<file path="config.mk">
export PLATFORM = sky130hd
export DESIGN_NAME = amp_interrupt_status_control
export DESIGN_NICKNAME = d
export VERILOG_FILES = /design/src/hw/amp_irq_pkg.sv /design/src/hw/amp_interrupt_status_control.sv /design/src/hw/irq_flag_bank.sv
export SDC_FILE = /design/constraint.sdc
export NUM_CORES = 1
export LEC_CHECK = 0
export BUFFER_PORTS_ARGS = -buffer_cell sky130_fd_sc_hd__buf_2
export CAP_MARGIN = 0
export CORE_ASPECT_RATIO = 0.8
export CORE_UTILIZATION = 25
export CTS_CLUSTER_SIZE = 20
export DETAILED_ROUTE_END_ITERATION = 10
export HOLD_SLACK_MARGIN = 0.06
export MAX_ROUTING_LAYER = met4
export PLACE_DENSITY_LB_ADDON = 0.15
export SETUP_SLACK_MARGIN = 0.02
export SLEW_MARGIN = 25
export SYNTH_ARGS = -nofsm -noshare
export SYNTH_HDL_FRONTEND = slang
export SYNTH_SLANG_ARGS = --single-unit
</file>
<file path="constraint.sdc">
create_clock -name pclk -period 2.35 [get_ports pclk]
set_input_delay 0 -clock pclk [delete_from_list [all_inputs] [get_ports pclk]]
set_output_delay 0 -clock pclk [all_outputs]
set_load 0.005 [all_outputs]
</file>
<file path="src/hw/amp_irq_pkg.sv">
// Package of register indices, field positions and reset values for the
// amplifier interrupt status and control block.
// Assumes a 32-bit APB slave that places each 16-bit register in one word.
package amp_irq_pkg;

  // ---------------------------------------------------------------------
  // Register geometry
  // ---------------------------------------------------------------------
  localparam int REG_W = 16;
  localparam int SRC_COUNT = 7;
  localparam int INDEX_W = 8;
  localparam int INDEX_LSB = 2;
  localparam int GAIN_W = 3;

  // Register indices; the byte address is four times the index.
  localparam logic [7:0] IDX_IRQ_DISABLE = 8'h05;
  localparam logic [7:0] IDX_IRQ_STATUS = 8'h06;
  localparam logic [7:0] IDX_SAR_CONTROL_ONE = 8'h07;
  localparam logic [7:0] IDX_IRQ_MASK = 8'h20;

  // ---------------------------------------------------------------------
  // Event bit positions, shared by status, disable and mask registers
  // ---------------------------------------------------------------------
  localparam int BIT_WATCHDOG = 6;
  localparam int BIT_DSP_OUTBOUND = 5;
  localparam int BIT_EMERGENCY_SHUTDOWN = 4;
  localparam int BIT_CLIP = 3;
  localparam int BIT_LOW_SUPPLY = 2;
  localparam int BIT_OVERVOLTAGE = 1;
  localparam int BIT_POWERUP = 0;

  // ---------------------------------------------------------------------
  // SAR control fields
  // ---------------------------------------------------------------------
  localparam int SAR_INVERT_BIT = 15;
  localparam int SAR_GAIN_LSB = 12;

  // ---------------------------------------------------------------------
  // Reset values
  // ---------------------------------------------------------------------
  localparam logic [15:0] IRQ_DISABLE_RESET = 16'h007f;
  localparam logic [15:0] IRQ_MASK_RESET = 16'h0000;
  localparam logic [15:0] SAR_CONTROL_ONE_RESET = 16'h10b4;
  localparam logic [15:0] SRC_FIELD = 16'h007f;

endpackage

</file>
<file path="src/hw/amp_interrupt_status_control.sv">
// Interrupt status and control block of a smart audio amplifier, with the
// two SAR control fields it carries, reached over a 32-bit APB slave.
// Assumes event detectors outside the pclk domain and SAR data from
// logic on pclk.
//
// How it works
// - Each of the seven sources has a disable bit, where 1 stops its interrupt and 0 allows it.
// - Writing 1 to a status bit 6..0 clears that flag and writing 0 leaves it alone.
// - Reading the status register returns all seven flags in bits 6..0.
// - Status bit 6 is the watchdog event and bit 5 is DSP outbound data valid.
// - Status bit 4 is the emergency shutdown event and bit 3 is the clip event.
// - Status bit 2 is low supply, bit 1 is over-voltage and bit 0 is power-up.
// - With the SAR invert bit at 1 the SAR output is inverted, at 0 it passes unchanged.
// - Each source also has a mask bit, where 1 blocks it from the interrupt and 0 lets it pass.
`timescale 1ns/100ps
`default_nettype none

module amp_interrupt_status_control
  import amp_irq_pkg::*;
#(
  parameter int ADDR_W = 12,
  parameter int SAR_W = 8
) (
  input wire logic pclk,
  input wire logic presetn,
  input wire logic ce,
  input wire logic psel,
  input wire logic penable,
  input wire logic pwrite,
  input wire logic [ADDR_W-1:0] paddr,
  input wire logic [31:0] pwdata,
  input wire logic [3:0] pstrb,
  output logic [31:0] prdata,
  output logic pready,
  output logic pslverr,
  input wire logic [SRC_COUNT-1:0] event_in,
  input wire logic [SAR_W-1:0] sar_data_in,
  output logic [SAR_W-1:0] sar_data_out,
  output logic sar_output_invert,
  output logic [GAIN_W-1:0] sar_gain_tracking,
  output logic irq
);

  // ---------------------------------------------------------------------
  // Elaboration checks
  // ---------------------------------------------------------------------
  generate
    if (ADDR_W < INDEX_W + INDEX_LSB) begin : g_bad_addr
      $error("ADDR_W too small to reach every register");
    end
    if (SAR_W < 1) begin : g_bad_sar
      $error("SAR_W must be at least one");
    end
  endgenerate

  // ---------------------------------------------------------------------
  // Address decode helpers
  // ---------------------------------------------------------------------
  // Word index of a byte address.
  function automatic logic [INDEX_W-1:0] reg_index(input logic [ADDR_W-1:0] addr);
    reg_index = addr[INDEX_LSB +: INDEX_W];
  endfunction

  // True when the address names an implemented register.
  function automatic logic reg_mapped(input logic [ADDR_W-1:0] addr);
    logic hit;
    hit = 1'b0;
    if (addr[INDEX_LSB-1:0] == '0 && (addr >> (INDEX_W + INDEX_LSB)) == '0) begin
      case (reg_index(addr))
        IDX_IRQ_DISABLE, IDX_IRQ_STATUS, IDX_SAR_CONTROL_ONE, IDX_IRQ_MASK: hit = 1'b1;
        default: hit = 1'b0;
      endcase
    end
    reg_mapped = hit;
  endfunction

  // True when the access hits the given register.
  function automatic logic reg_hit(input logic [ADDR_W-1:0] addr, input logic [7:0] idx);
    reg_hit = reg_mapped(addr) && (reg_index(addr) == idx);
  endfunction

  // ---------------------------------------------------------------------
  // APB response state
  // ---------------------------------------------------------------------
  typedef enum logic [1:0] {
    ST_IDLE = 2'b01,
    ST_RESP = 2'b10
  } apb_state_t;

  apb_state_t state;
  apb_state_t next_state;
  logic next_pready;
  logic next_pslverr;
  logic [31:0] next_prdata;
  logic commit;
  logic [15:0] wmask;
  logic [15:0] wbits;
  logic [15:0] read_value;

  logic [15:0] irq_disable;
  logic [15:0] irq_mask;
  logic [15:0] sar_control_one;
  logic [15:0] next_irq_disable;
  logic [15:0] next_irq_mask;
  logic [15:0] next_sar_control_one;
  logic [SRC_COUNT-1:0] flags;
  logic [SRC_COUNT-1:0] event_level;
  logic [SRC_COUNT-1:0] clr_vec;
  logic [SAR_W-1:0] next_sar_data_out;
  logic next_irq;

  // A write or a read finishes at the edge where pready is sampled high.
  assign commit = (state == ST_RESP) && psel && penable && pready;
  assign wmask = {{8{pstrb[1]}}, {8{pstrb[0]}}};
  assign wbits = pwdata[15:0] & wmask;

  // Read multiplexer; disable, mask and status bits above bit 6 read as zero, SAR control reads all 16 bits.
  always_comb begin
    read_value = 16'h0000;
    if (reg_mapped(paddr)) begin
      case (reg_index(paddr))
        IDX_IRQ_DISABLE: read_value = irq_disable & SRC_FIELD;
        IDX_IRQ_STATUS: read_value = {{(REG_W - SRC_COUNT){1'b0}}, flags};
        IDX_SAR_CONTROL_ONE: read_value = sar_control_one;
        IDX_IRQ_MASK: read_value = irq_mask & SRC_FIELD;
        default: read_value = 16'h0000;
      endcase
    end
  end

  // Slave answers one cycle after the access phase starts; data and error
  // are loaded together with pready so all three come from flip-flops.
  always_comb begin
    next_state = state;
    next_pready = 1'b0;
    next_pslverr = pslverr;
    next_prdata = prdata;
    case (state)
      ST_IDLE: begin
        if (psel && penable) begin
          next_state = ST_RESP;
          next_pready = 1'b1;
          next_pslverr = !reg_mapped(paddr);
          next_prdata = pwrite ? 32'h0000_0000 : {16'h0000, read_value};
        end
      end
      ST_RESP: begin
        next_state = ST_IDLE;
        next_pslverr = 1'b0;
      end
      default: begin
        next_state = ST_IDLE;
        next_pslverr = 1'b0;
      end
    endcase
  end

  // Registers the bus response.
  always_ff @(posedge pclk or negedge presetn) begin
    if (!presetn) begin
      state <= ST_IDLE;
      pready <= 1'b0;
      pslverr <= 1'b0;
      prdata <= 32'h0000_0000;
    end else if (ce) begin
      state <= next_state;
      pready <= next_pready;
      pslverr <= next_pslverr;
      prdata <= next_prdata;
    end
  end

  // ---------------------------------------------------------------------
  // Control registers
  // ---------------------------------------------------------------------
  // Byte-lane writes take effect only on the completing edge.
  always_comb begin
    next_irq_disable = irq_disable;
    next_irq_mask = irq_mask;
    next_sar_control_one = sar_control_one;
    if (commit && pwrite) begin
      if (reg_hit(paddr, IDX_IRQ_DISABLE)) begin
        next_irq_disable = ((irq_disable & ~wmask) | wbits) & SRC_FIELD;
      end
      if (reg_hit(paddr, IDX_IRQ_MASK)) begin
        next_irq_mask = ((irq_mask & ~wmask) | wbits) & SRC_FIELD;
      end
      if (reg_hit(paddr, IDX_SAR_CONTROL_ONE)) begin
        next_sar_control_one = (sar_control_one & ~wmask) | wbits;
      end
    end
  end

  // Holds the control registers.
  always_ff @(posedge pclk or negedge presetn) begin
    if (!presetn) begin
      irq_disable <= IRQ_DISABLE_RESET;
      irq_mask <= IRQ_MASK_RESET;
      sar_control_one <= SAR_CONTROL_ONE_RESET;
    end else if (ce) begin
      irq_disable <= next_irq_disable;
      irq_mask <= next_irq_mask;
      sar_control_one <= next_sar_control_one;
    end
  end

  // ---------------------------------------------------------------------
  // Event flags
  // ---------------------------------------------------------------------
  // Ones written to the status word clear flags; zeros leave them.
  always_comb begin
    clr_vec = '0;
    if (commit && pwrite && reg_hit(paddr, IDX_IRQ_STATUS)) begin
      clr_vec = wbits[SRC_COUNT-1:0];
    end
  end

  // Flag k is driven by event_in[k]: watchdog 6 down to power-up 0.
  irq_flag_bank #(
    .N(SRC_COUNT)
  ) u_flags (
    .pclk(pclk),
    .presetn(presetn),
    .ce(ce),
    .event_raw(event_in),
    .clear(clr_vec),
    .flags(flags),
    .event_level(event_level)
  );

  // ---------------------------------------------------------------------
  // Interrupt and SAR outputs
  // ---------------------------------------------------------------------
  // Interrupt is raised by a set flag that is neither disabled nor masked.
  always_comb begin
    next_irq = |(flags & ~irq_disable[SRC_COUNT-1:0] & ~irq_mask[SRC_COUNT-1:0]);
    next_sar_data_out = sar_data_in ^ {SAR_W{sar_control_one[SAR_INVERT_BIT]}};
  end

  // Registers the interrupt and the SAR data path.
  always_ff @(posedge pclk or negedge presetn) begin
    if (!presetn) begin
      irq <= 1'b0;
      sar_data_out <= '0;
    end else if (ce) begin
      irq <= next_irq;
      sar_data_out <= next_sar_data_out;
    end
  end

  // Field outputs come straight from the SAR control flip-flops.
  assign sar_output_invert = sar_control_one[SAR_INVERT_BIT];
  assign sar_gain_tracking = sar_control_one[SAR_GAIN_LSB +: GAIN_W];
endmodule

`default_nettype wire

</file>
<file path="src/hw/irq_flag_bank.sv">
// Sticky event flags with input synchronisers, one slice per event source.
// Assumes event inputs come from outside the pclk domain and that clears
// arrive as one-cycle pulses from the register logic on the same clock.
`timescale 1ns/100ps
`default_nettype none

module irq_flag_bank #(
  parameter int N = 7
) (
  input wire logic pclk,
  input wire logic presetn,
  input wire logic ce,
  input wire logic [N-1:0] event_raw,
  input wire logic [N-1:0] clear,
  output logic [N-1:0] flags,
  output logic [N-1:0] event_level
);

  // ---------------------------------------------------------------------
  // Per-source slices
  // ---------------------------------------------------------------------
  genvar k;
  generate
    for (k = 0; k < N; k++) begin : g_src
      logic sync_a;
      logic sync_b;
      logic flag;
      logic next_flag;

      // A new event wins over a clear in the same cycle so it is never lost.
      always_comb begin
        next_flag = (flag & ~clear[k]) | sync_b;
      end

      // Two-stage synchroniser and the sticky flag, frozen while ce is low.
      always_ff @(posedge pclk or negedge presetn) begin
        if (!presetn) begin
          sync_a <= 1'b0;
          sync_b <= 1'b0;
          flag <= 1'b0;
        end else if (ce) begin
          sync_a <= event_raw[k];
          sync_b <= sync_a;
          flag <= next_flag;
        end
      end

      assign flags[k] = flag;
      assign event_level[k] = sync_b;
    end
  endgenerate

endmodule

`default_nettype wire

</file>
==> results.py <==
metrics = {
    "status": {
        "status": "finished, final reports clean",
    },
    "detailed_routing": {
        "wl_mm": 8.787,
        "vias_per_cell": 4.348,
        "dr_total_vias": 2609,
        "drt-initial-drc-count": 88,
        "first_pass_iters": 6,
        "wl_per_cell_microns": 14.65,
        "drtAntennaViolNets": 0,
        "drc": 0,
    },
    "yosys": {
        "yosys.area.top_type_share_pct": 46.25,
        "synth_top_area_cell": "dfrtp_1",
        "synth_seq_cells": 80,
        "syn_area_sq_mm": 0.003625,
        "synth-warning-count": 0,
        "synth_flop_cell": "dfrtp_1",
        "syn_inst": 299,
        "ys_async_sr_fraction_pct": 100.0,
        "synth_edf_count": 0,
        "syn_avg_cell_area_sq_um": 12.12,
        "yosysUniqueCellTypes": 40,
        "synth_area_leaders": "dfrtp_1, mux2_2, dfstp_2",
        "ys_seq_area_share_pct": 55.68,
    },
    "cells_and_area": {
        "layout_common_cells": "buf_2, dfrtp_1, mux2_2, dlygate4sd3_1, nand2_1",
        "final_util_pct": 34.93,
        "syn_to_final_growth_pct": 33.34,
        "drive_above_1_share_pct": 40.48,
        "diodes": 0,
        "mostFrequentLayoutCell": "buf_2",
        "final_cells": 600,
        "nets": 484,
    },
    "global_routing": {
        "grt_pass1_wl_mm": 14.01,
        "grt_max_degree": 50,
        "grtUsageMet1_pct": 17.42,
        "top_usage_layer": "met2",
        "antenna_found_initial": 0,
        "use_met2_pct": 18.49,
        "grt_pass1_vias": 2522,
        "use_met3_pct": 4.057,
        "grt.overflow.total": 0,
        "globalRouteTotalUtil_pct": 13.19,
    },
    "floorplan": {
        "initial_core_util_pct": 26.20,
        "dieWidth_microns": 136.6,
        "ioPinCount": 116,
        "rows": 38,
        "core_area_sq_mm": 0.01384,
        "fp.dieH_microns": 109.7,
        "die-area_sq_mm": 0.01499,
    },
    "clock_tree": {
        "ctsResizeCount": 0,
        "cts_tree": "built",
        "clk_latency_ps": 340,
        "cts_setup_buffers": 0,
        "clk_pin_slew_ps": 60,
        "cts_max_path_buffers": 2,
        "ctsHtreeMaxLevel": 3,
        "cts.sinks": 80,
        "cts_buffers": 9,
        "cts_root_buffer": "clkbuf_16",
    },
    "setup_path": {
        "cpLargestDelayFamily": "simple AND/OR/NAND/NOR gates",
        "timing.critical_path.slowest_cell_delay_ps": 550,
        "required_ps": 2620,
        "cp.arrival_ps": 2190,
        "crit_path_end_kind": "flip-flop",
        "path_max_fanout": 8,
        "critical_path.cell_chain": "and4b_1 > nand4_1 > buf_4 > nand2b_1 > mux2_2",
        "path_class": "flip-flop to flip-flop",
        "cp_num_buf_inv": 1,
        "cp-start-kind": "flip-flop",
        "cp_slowest_cell": "dfstp_2",
    },
    "timing": {
        "skew_ps": 5.327,
        "tightest_slew_ps": 648.8,
        "clock.fmax_ghz": 0.5221,
        "fin_crit_sh_pct": 81.51,
        "rsz0062_at_grt": "false",
        "slew_headroom_pct": 56.74,
        "setup-violations-final": 0,
        "finalMaxSlewViolations": 0,
        "period_needed_ps": 1915,
        "finalHoldViolations": 0,
        "finalSetupTns_ps": 0,
    },
    "place": {
        "place_inst": 551,
        "place.gp.congestion": 0.7396,
        "hpwl_mm": 6.162,
        "numPortBuffers": 81,
    },
    "pwr": {
        "powerDensity_mw_per_mm2": 670.5,
        "finalPower_mw": 3.241,
        "vdd_drop_max_v": 0.0003823,
        "static-leakage-power_nw": 2.199,
    },
    "flow_run": {
        "drv_cap": 0,
    },
    "worst_hold_path": {
        "hp-class": "primary input to flip-flop",
    },
}
[layout make-up]
cell class | count | area (sq um)
inverter | 3 | 11.26
fill | 1439 | 9002
clock buffer | 10 | 239.0
clock inverter | 6 | 82.58
timing repair buffer | 124 | 825.8
sequential | 80 | 2018
multi-input combinational | 197 | 1431
tap | 180 | 225.2
[worst reg2reg max path: stages (launching register included)]
cell	delay [ps]
dfstp_2	550
and4b_1	210
nand4_1	170
buf_4	200
nand2b_1	340
mux2_2	380
[synth_stat cells (4+ instances only)]
cell,instances
mux2i_1,4
dfstp_2,13
nand2_1,31
a21oi_1,9
buf_4,19
nor2_1,13
xnor2_1,8
buf_2,5
o21ai_0,19
dfrtp_1,67
clkbuf_1,5
mux2_2,47
a32o_1,9
a221oi_1,4
nor3b_1,7
[through the flow]
| step | setup slack [ps] | hold WS [ps] | instance area [sq um] |
|---|---|---|---|
| floorplan | 657.7 | -295.6 | 3681 |
| global route | 313.2 | 145.0 | 4833 |
| finish | 434.5 | 118.5 | 4833 |
| detailed placement | 411.8 | 90.83 | 4182 |
| CTS | 392.3 | 100.5 | 4833 |
| global placement | 426.9 | 79.61 | 4182 |
[logic make-up after synthesis]
| logic type | synth area share, % |
|---|---|
| flip-flops | 55.68 |
| AND/OR/NAND/NOR | 10.60 |
| multiplexers | 15.71 |
| AO/OA/AOI/OAI | 9.596 |
| buffers and inverters | 6.386 |
| XOR/XNOR | 1.933 |
| other | 0.1035 |
[layer usage]
| layer | vias to the layer above | routed length [microns] | share of wire, % |
|---|---|---|---|
| met4 | 0 | 158 | 1.8 |
| met3 | 12 | 383 | 4.4 |
| li1 | 1265 | - | - |
| met2 | 60 | 3938 | 45 |
| met1 | 1272 | 4306 | 49 |
| met5 | - | 0 | 0 |
[final timing paths]
kind | startpoint | slack, ps | endpoint | depth (start not counted)
max | state[0]$_DFFE_PN1P_ | 430 | flip-flop | 5
max reg2reg | state[0]$_DFFE_PN1P_ | 430 | flip-flop | 5
min reg2reg | u_flags.g_src[2].sync_b$_DFFE_PN0P_ | 470 | u_flags.g_src[2].flag$_DFFE_PN0P_ | 2
min | penable | 120 | pslverr$_DFFE_PN0P_ | 5
min in group asynchronous | presetn | 250 | u_flags.g_src[3].sync_b$_DFFE_PN0P_ | 2
max in group asynchronous | presetn | 1430 | async pin | 3
[where the power goes]
| part | switching, mW | internal, mW |
|---|---|---|
| Combinational | 0.131 | 0.139 |
| Clock | 0.563 | 0.953 |
| Sequential | 0.0243 | 1.43 |
[what timing repair did]
item	CTS	global route
endpoints found under the setup margin	0	0
hold endpoints to repair	94	0
hold buffers	33	0
Power figures use the tool's default switching activity.
